[src/verilog/fis_defines.vh]
// Register map, field positions, reset values and timing counts of the scanner
`ifndef FIS_DEFINES_VH
`define FIS_DEFINES_VH

`define FIS_IDX_MAIN_CTRL 10'h000
`define FIS_IDX_SRC_MODE 10'h001
`define FIS_IDX_RESULT 10'h002
`define FIS_IDX_INT_STATUS 10'h003
`define FIS_IDX_INT_MASK 10'h004

`define FIS_BIT_EN 0
`define FIS_BIT_NONMASKABLE_TRIGGER_ENABLE 1
`define FIS_BIT_STROBE_RST 7
`define FIS_SEC_LSB 0
`define FIS_SEC_MSB 1
`define FIS_MODE_LSB 4
`define FIS_MODE_MSB 5
`define FIS_BIT_BUSY 0
`define FIS_BIT_OK 1
`define FIS_INT_DONE 0
`define FIS_INT_FAIL 1

`define FIS_RST_SRC_MODE 8'h00
`define FIS_RST_RESULT 8'h02
`define FIS_MODE_PRIORITY 2'h0
`define FIS_MODE_FROM_BOOT 2'h1
`define FIS_SEC_FULL 2'h0
`define FIS_SEC_BOOT_APP 2'h1
`define FIS_SEC_BOOT 2'h2
`define FIS_SEC_RESERVED 2'h3

`define FIS_START_DELAY 2'h3
`define FIS_FETCH_PERIOD 3
`define FIS_CRC_POLY 16'h1021
`define FIS_CRC_INIT 16'hffff

`endif

[src/verilog/fis_crc16.v]
// One-word-per-step CRC-16 accumulator
`default_nettype none
`include "fis_defines.vh"

module fis_crc16 #(
	parameter [15:0] POLY = `FIS_CRC_POLY,
	parameter [15:0] INIT = `FIS_CRC_INIT
)(
	// Clock and reset
	input wire pclk,
	input wire presetn,
	// Control and data
	input wire clear,
	input wire step,
	input wire [15:0] word,
	// Running value
	output reg [15:0] crc
);

	reg [15:0] next_crc;
	integer i;

	always @*
	begin
		next_crc = crc;
		for (i = 15; i >= 0; i = i - 1)
		begin
			if (next_crc[15] ^ word[i])
				next_crc = {next_crc[14:0], 1'b0} ^ POLY;
			else
				next_crc = {next_crc[14:0], 1'b0};
		end
	end

	always @(posedge pclk or negedge presetn)
	begin
		if (!presetn)
			crc <= 16'hffff;
		else if (clear)
			crc <= INIT;
		else if (step)
			crc <= next_crc;
	end

endmodule

`default_nettype wire

[src/verilog/fis_divider.v]
// Free phase counter that paces flash fetches while running
`default_nettype none
`include "fis_defines.vh"

module fis_divider #(
	parameter N = `FIS_FETCH_PERIOD,
	parameter W = 2
)(
	// Clock and reset
	input wire pclk,
	input wire presetn,
	// Run gate; phase restarts at zero whenever it is low
	input wire run,
	output reg [W-1:0] phase
);

	localparam integer LAST_I = N - 1;
	localparam [W-1:0] LAST = LAST_I[W-1:0];

	always @(posedge pclk or negedge presetn)
	begin
		if (!presetn)
			phase <= {W{1'b0}};
		else if (!run || phase == LAST)
			phase <= {W{1'b0}};
		else
			phase <= phase + {{(W-1){1'b0}}, 1'b1};
	end

endmodule

`default_nettype wire

[src/verilog/fis_flash_integrity_scanner.v]
// Flash integrity scanner: APB registers, start sequencing, fetch pacing, result and NMI
`default_nettype none
`include "fis_defines.vh"

module fis_flash_integrity_scanner #(
	parameter AW = 15
)(
	// APB slave
	input wire pclk,
	input wire presetn,
	input wire [11:0] paddr,
	input wire psel,
	input wire penable,
	input wire pwrite,
	input wire [31:0] pwdata,
	input wire [3:0] pstrb,
	output reg [31:0] prdata,
	output wire pready,
	output wire pslverr,
	// Flash array, one-cycle read latency
	output reg flash_rd,
	output reg [AW-1:0] flash_addr,
	input wire [15:0] flash_rdata,
	// Last word address of each section
	input wire [AW-1:0] boot_last_word,
	input wire [AW-1:0] app_last_word,
	input wire [AW-1:0] flash_last_word,
	// Reset-time scan configuration
	input wire boot_scan_en,
	input wire [1:0] boot_scan_src,
	// System side
	output wire cpu_halt,
	output reg nmi_req,
	output wire irq
);

	localparam [1:0] ST_IDLE = 2'h0;
	localparam [1:0] ST_DELAY = 2'h1;
	localparam [1:0] ST_RUN = 2'h2;
	localparam [1:0] PH_ISSUE = 2'h0;
	localparam [1:0] PH_TAKE = 2'h2;

	////////////////////////////////////////////////////////////////////////////////
	// State

	reg [1:0] state, delay_cnt, access_mode, flash_section_select, int_status, int_mask;
	reg scan_en, nonmaskable_trigger_enable, pass_flag, strobe_pending, init_pending;
	reg ev_done, ev_fail, crc_clear, crc_step;
	reg [AW-1:0] last_addr;
	wire [1:0] phase, int_events, int_clear;
	wire [15:0] crc_value;
	wire busy, start_ok, locked;

	////////////////////////////////////////////////////////////////////////////////
	// APB decode

	wire [9:0] reg_idx;
	wire mapped, setup, access, wr, wr_main, wr_src, wr_int_st, wr_mask;
	reg [7:0] rd_value;

	assign reg_idx = paddr[11:2];
	assign mapped = (paddr[1:0] == 2'h0) && (reg_idx <= `FIS_IDX_INT_MASK);
	assign setup = psel && !penable;
	assign access = psel && penable;
	// Zero wait states; only the low byte lane holds register bits
	assign pready = 1'b1;
	assign pslverr = access && !mapped;
	assign wr = access && pwrite && mapped && pstrb[0];
	assign wr_main = wr && (reg_idx == `FIS_IDX_MAIN_CTRL);
	assign wr_src = wr && (reg_idx == `FIS_IDX_SRC_MODE);
	assign wr_int_st = wr && (reg_idx == `FIS_IDX_INT_STATUS);
	assign wr_mask = wr && (reg_idx == `FIS_IDX_INT_MASK);

	assign busy = (state == ST_RUN);
	assign cpu_halt = busy;
	assign irq = |(int_status & int_mask);

	always @*
	begin
		rd_value = 8'h00;
		case (reg_idx)
			`FIS_IDX_MAIN_CTRL:
			begin
				rd_value[`FIS_BIT_EN] = scan_en;
				rd_value[`FIS_BIT_NONMASKABLE_TRIGGER_ENABLE] = nonmaskable_trigger_enable;
			end
			`FIS_IDX_SRC_MODE:
			begin
				rd_value[`FIS_MODE_MSB:`FIS_MODE_LSB] = access_mode;
				rd_value[`FIS_SEC_MSB:`FIS_SEC_LSB] = flash_section_select;
			end
			`FIS_IDX_RESULT:
			begin
				rd_value[`FIS_BIT_BUSY] = busy;
				rd_value[`FIS_BIT_OK] = pass_flag && !busy;
			end
			`FIS_IDX_INT_STATUS:
				rd_value[1:0] = int_status;
			`FIS_IDX_INT_MASK:
				rd_value[1:0] = int_mask;
			default:
				rd_value = 8'h00;
		endcase
	end

	// Read data is captured in the setup cycle so it is stable for the access phase
	always @(posedge pclk or negedge presetn)
	begin
		if (!presetn)
			prdata <= 32'h00000000;
		else if (setup && !pwrite)
			prdata <= {24'h000000, rd_value};
	end

	////////////////////////////////////////////////////////////////////////////////
	// Section end selection

	always @*
	begin
		case (flash_section_select)
			`FIS_SEC_FULL:
				last_addr = flash_last_word;
			`FIS_SEC_BOOT_APP:
				last_addr = app_last_word;
			`FIS_SEC_BOOT:
				last_addr = boot_last_word;
			default:
				last_addr = flash_last_word;
		endcase
	end

	////////////////////////////////////////////////////////////////////////////////
	// Control, sequencing and result

	assign start_ok = (access_mode == `FIS_MODE_PRIORITY) &&
		(flash_section_select != `FIS_SEC_RESERVED);
	// After an NMI the control and source registers refuse writes; interrupt registers do not
	assign locked = nmi_req;

	always @(posedge pclk or negedge presetn)
	begin
		if (!presetn)
		begin
			state <= ST_IDLE;
			delay_cnt <= 2'h0;
			scan_en <= 1'b0;
			nonmaskable_trigger_enable <= 1'b0;
			access_mode <= 2'h0;
			flash_section_select <= 2'h0;
			pass_flag <= 1'b1;
			strobe_pending <= 1'b0;
			init_pending <= 1'b1;
			nmi_req <= 1'b0;
			flash_rd <= 1'b0;
			flash_addr <= {AW{1'b0}};
			ev_done <= 1'b0;
			ev_fail <= 1'b0;
			crc_clear <= 1'b0;
			crc_step <= 1'b0;
		end
		else
		begin
			flash_rd <= 1'b0;
			ev_done <= 1'b0;
			ev_fail <= 1'b0;
			crc_clear <= 1'b0;
			crc_step <= 1'b0;
			strobe_pending <= 1'b0;
			if (init_pending)
			begin
				// Reset-time configuration is caught after release, not in the reset branch
				init_pending <= 1'b0;
				if (boot_scan_en && boot_scan_src != `FIS_SEC_RESERVED)
				begin
					scan_en <= 1'b1;
					access_mode <= `FIS_MODE_FROM_BOOT;
					flash_section_select <= boot_scan_src;
					pass_flag <= 1'b0;
					crc_clear <= 1'b1;
					flash_addr <= {AW{1'b0}};
					state <= ST_RUN;
				end
			end
			else if (strobe_pending)
			begin
				// Enable for NMI survives the strobe; only system reset clears it
				state <= ST_IDLE;
				scan_en <= 1'b0;
				access_mode <= 2'h0;
				flash_section_select <= 2'h0;
				pass_flag <= 1'b0;
			end
			else
			begin
				if (wr_src && !busy && !locked)
				begin
					access_mode <= pwdata[`FIS_MODE_MSB:`FIS_MODE_LSB];
					flash_section_select <= pwdata[`FIS_SEC_MSB:`FIS_SEC_LSB];
				end
				if (wr_main && !locked)
				begin
					if (pwdata[`FIS_BIT_STROBE_RST] && (!nonmaskable_trigger_enable || !busy))
						strobe_pending <= 1'b1;
					if (pwdata[`FIS_BIT_NONMASKABLE_TRIGGER_ENABLE] && !busy)
						nonmaskable_trigger_enable <= 1'b1;
					// Clearing enable lets an ongoing scan run to its end
					scan_en <= pwdata[`FIS_BIT_EN];
					if (pwdata[`FIS_BIT_EN] && state == ST_IDLE)
					begin
						pass_flag <= 1'b0;
						delay_cnt <= `FIS_START_DELAY - 2'h1;
						state <= ST_DELAY;
					end
				end
				case (state)
					ST_IDLE:
					begin
					end
					ST_DELAY:
					begin
						if (delay_cnt != 2'h0)
							delay_cnt <= delay_cnt - 2'h1;
						else if (start_ok)
						begin
							crc_clear <= 1'b1;
							flash_addr <= {AW{1'b0}};
							state <= ST_RUN;
						end
						else
							state <= ST_IDLE;
					end
					ST_RUN:
					begin
						if (phase == PH_ISSUE)
							flash_rd <= 1'b1;
						else if (phase == PH_TAKE)
						begin
							if (flash_addr == last_addr)
							begin
								// Last word of the section holds the expected checksum
								state <= ST_IDLE;
								if (flash_rdata == crc_value)
								begin
									pass_flag <= 1'b1;
									ev_done <= 1'b1;
								end
								else
								begin
									ev_fail <= 1'b1;
									if (nonmaskable_trigger_enable)
										nmi_req <= 1'b1;
								end
							end
							else
							begin
								crc_step <= 1'b1;
								flash_addr <= flash_addr + {{(AW-1){1'b0}}, 1'b1};
							end
						end
					end
					default:
						state <= ST_IDLE;
				endcase
			end
		end
	end

	////////////////////////////////////////////////////////////////////////////////
	// Interrupt status and mask

	assign int_events = {ev_fail, ev_done};
	assign int_clear = wr_int_st ? pwdata[1:0] : 2'h0;

	always @(posedge pclk or negedge presetn)
	begin
		if (!presetn)
		begin
			int_status <= 2'h0;
			int_mask <= 2'h0;
		end
		else
		begin
			// A new event outweighs a clear in the same cycle
			int_status <= (int_status & ~int_clear) | int_events;
			if (wr_mask)
				int_mask <= pwdata[1:0];
		end
	end

	////////////////////////////////////////////////////////////////////////////////
	// Datapath helpers

	// crc_step lags the take phase by one cycle, so the word is held in a register
	reg [15:0] take_word;
	always @(posedge pclk or negedge presetn)
	begin
		if (!presetn)
			take_word <= 16'h0000;
		else if (busy && phase == PH_TAKE)
			take_word <= flash_rdata;
	end

	fis_crc16 #(.POLY(`FIS_CRC_POLY), .INIT(`FIS_CRC_INIT)) u_crc (
		.pclk(pclk),
		.presetn(presetn),
		.clear(crc_clear),
		.step(crc_step),
		.word(take_word),
		.crc(crc_value)
	);

	fis_divider #(.N(`FIS_FETCH_PERIOD), .W(2)) u_pace (
		.pclk(pclk),
		.presetn(presetn),
		.run(busy),
		.phase(phase)
	);

endmodule

`default_nettype wire

[config.mk]
export PLATFORM = sky130hd
export DESIGN_NAME = fis_flash_integrity_scanner
export DESIGN_NICKNAME = d
export VERILOG_FILES = /design/src/verilog/fis_crc16.v /design/src/verilog/fis_divider.v /design/src/verilog/fis_flash_integrity_scanner.v
export VERILOG_INCLUDE_DIRS = /design/src /design/src/verilog
export SDC_FILE = /design/constraint.sdc
export NUM_CORES = 1
export LEC_CHECK = 0
export ABC_AREA = 0
export BUFFER_PORTS_ARGS = -buffer_cell sky130_fd_sc_hd__buf_2
export CAP_MARGIN = 20
export CORE_ASPECT_RATIO = 0.7
export CORE_MARGIN = 3
export CORE_UTILIZATION = 55
export DETAILED_ROUTE_END_ITERATION = 12
export GPL_ROUTABILITY_DRIVEN = 0
export PLACE_DENSITY = 0.85
export REMOVE_ABC_BUFFERS = 1
export SYNTH_ARGS = -nofsm -noshare
export SYNTH_HDL_FRONTEND = slang
export SYNTH_SLANG_ARGS = --single-unit
[constraint.sdc]
create_clock -name pclk -period 4.5 [get_ports pclk]
set_clock_uncertainty 0.1 [all_clocks]
set_input_delay 1.35 -clock pclk [delete_from_list [all_inputs] [get_ports pclk]]
set_output_delay 1.35 -clock pclk [all_outputs]
set_load 0.02 [all_outputs]
==> summary.md <==
| Metric | Value |
|---|---|
| Tot Pwr | 4.15 mW |
| Most used DFF post-synth | dfrtp_1 |
| Final hold vios | 0 |
| CP max FO | 7 |
| Bufs and invs on worst path | 2 |
| Ports | 170 |
| VDD IR max | 0.611 mV |
| Yosys warning count | 0 |
| Fmax | 232 MHz |
| Number of synthesized flops with an enable pin | 0 |
| Area leader, netlist | dfrtp_1 |
| Final worst path period need | 4.31 ns |
| Clock sinks | 76 |
| Die Height | 86.5 um |
| Reg2reg path depth | 8 |
| Via/cell ratio | 5.79 |
| Setup tns final | 0 ns |
| Hold Path Class | reg2reg |
| WP data required | 3.05 ns |
| Pwr per Cell Area | 701 mW/mm2 |
| Status | finished, final reports clean |
| Detailed Place HPWL | 9280 um |
| Post-cts sizing count | 0 |
| Max_cap viols | 0 |
| Die area | 0.0105 mm2 |
| # rows | 28 |
| Critical Path End Type | output port |
| Synth Register Bits | 76 |
| Postcts setup bufs | 0 |
| Layout net count | 758 |
| CP cell instances | buf_2, nor4_1, nand2_1, nor4b_1, o21ai_0, and3_1, buf_2 |
| Post-synth ARST share | 1.00 |
| Most common cell on crit path | buf_2 |
| Leakage power | 2.75 nW |
| Via Count | 4397 |
| Critical R2R Capture | flash_addr[1] |
| Commonest non-fill, non-tap cell in the layout | buf_2 |
| WS Path Type | in2out |
| Grt ovf | 0 |
| First-pass GRT wire length | 20300 um |
| M1 WL | 5450 um |
| Synth cell types | 58 |
| Unrepaired setup endpoints after global routing | false |
| Pre-antenna DRT Iters | 5 |
| Final WL | 12600 um |
| CP delay by family, top | simple AND/OR/NAND/NOR gates |
| Slowest-stage cell, CP | nor4b_1 |
| Chip Width | 121 um |
| Final routed DRC violation total | 0 |
| WL met3 | 1020 um |
| Tcrit/Tclk final | 0.957 |
| Avg WL per Cell | 16.6 um |
| Reg2reg setup slack | 1.01 ns |
| Initial antenna violation count | 0 |
| Most frequent cells in the layout | 110 x buf_2, 58 x dfrtp_1, 33 x nand2_1, 33 x a21oi_1, 32 x nor2_1 |
| Pin count of the biggest net entering global routing | 77 |
| Core Region | 0.00872 mm2 |
| Top Layer Used | met4 |
| Post-route ant nets | 0 |
| Slew Viols, Final | 0 |
| Slew HR | 0.374 |
| Iter 0 DRT Violations | 298 |
| Overall routing resource usage | 0.244 |
| Final setup vio count | 0 |
| Number of diodes | 0 |
| Hold Buf Count CTS | 0 |
| Clock Pin Slew Worst Setup and Hold Paths | 0.06 ns |
| Port bufs | 110 |
| Cell area after synthesis | 0.00509 mm2 |
| FF-to-FF Start | flash_section_select[0] |
| Starting Density | 0.584 |
| Startpoint Class | input port |
| Worst-skew pair later-pin latency | 0.34 ns |
| Post-synth top area share | 0.285 |
| CTS max path bufs | 2 |
| Slowest stage delay, CP | 0.40 ns |
| TritonCTS clock tree | built |
| Vias in the first global route | 4178 |
| Register area share after synthesis | 0.378 |
| Post-synthesis cell count | 531 |
| Routed length on met2 | 5900 um |
| Layout cells sized above 1 | 0.281 |
| Area Overhead vs Synth | 16.2% |
| Crit path depth | 7 |
| CTS Buf Count | 9 |
| H-Tree Depth | 3 |
| Worst-Margin Slew | 0.939 ns |
| CP endpoint | pslverr |
| Root Driver | clkbuf_16 |
| Hold Crit Depth | 1 |
| Critical path arrival | 2.86 ns |
| Critical path origin | paddr[8] |
| Fill cells | 662 |
| Mapped Avg Cell Area | 9.59 um2 |
| Dominant cells by area after synthesis | dfrtp_1 29%, dfstp_2 9.3%, xnor2_1 5.2% |
registers in the layout, indices dropped and copies added (netlist names), 4 cells and up, named ones only:
name        count
take_word      16
u_crc.crc      16
flash_addr     15
prdata          4
final cells by class:
class | instances | area [um2] | area share
clock buffers | 12 | 267 | 0.0450
clock inverters | 4 | 22.5 | 0.00381
inverters | 20 | 75.1 | 0.0127
multi-input cells | 414 | 2900 | 0.490
flip-flops and latches | 76 | 1920 | 0.325
well taps | 120 | 150 | 0.0254
repair buffers | 114 | 581 | 0.0981
where the power goes:
part           internal, mW  switching (mW)
Clock                 0.415           0.273
Combinational          1.23            1.20
Sequential            0.877           0.152
cell usage after synthesis (4+ instances only):
library cell / count
o21bai_1: 4
a22oi_1: 6
and3_1: 13
nand2_1: 33
buf_4: 29
nand4_1: 14
mux2i_1: 18
nor4_1: 8
nor2b_1: 12
dfstp_2: 18
nor3_1: 12
a221oi_1: 9
o21ai_0: 17
nor2_1: 32
a221o_1: 4
and2_1: 5
xor2_1: 27
nand3_1: 6
a211o_1: 5
mux2_2: 20
a21oi_1: 33
inv_1: 18
xnor2_1: 30
nand2b_1: 6
dfrtp_1: 58
buf_2: 6
or2_2: 4
clkbuf_1: 13
and4_1: 4
or3_1: 20
ha_1: 6
worst min-delay path by stage:
| stage | from | endpoint | slack, ns |
|---|---|---|---|
| 2_1_floorplan | ev_done | int_status[0] | 0.30 |
| 3_3_place_gp | ev_fail | int_status[1] | 0.31 |
| 3_5_place_dp | ev_done | int_status[0] | 0.32 |
| 4_1_cts | ev_done | int_status[0] | 0.33 |
| 5_1_grt | ev_done | int_status[0] | 0.37 |
| 6_report | ev_done | int_status[0] | 0.33 |
logic make-up (layout without fill, tap and decap cells):
logic type                 after synthesis  in the layout  share of synthesized area
and+or+nand+nor                        177            177                      0.190
xor gates and xnor gates                63             63                      0.126
muxes                                   40             40                     0.0885
other                                    2             30                    0.00147
adders and majority gates                6              6                     0.0147
AOI/OAI and AO/OA                       98             98                      0.128
DFF                                     76             76                      0.378
buffers and inverters                   69            150                     0.0737
stage by stage:
step           instance area, um2  setup slack (ns)  std cells  hold WS (ns)  utilization
3_5_place_dp                 5630             0.201        744         0.323        0.645
4_1_cts                      5920             0.192        760         0.335        0.678
2_1_floorplan                4900             0.494        510         0.304            -
6_report                     5920             0.195        760         0.332        0.678
3_3_place_gp                 5630             0.365        744         0.313        0.645
5_1_grt                      5920            0.0225        760         0.371        0.678
routing by layer:
metal / track usage / vias up
met5: 0 / -
met4: 0.0926 / 0
met3: 0.0476 / 25
met2: 0.389 / 209
met1: 0.333 / 2112
li1: - / 2051
Power figures use the tool's default switching activity.
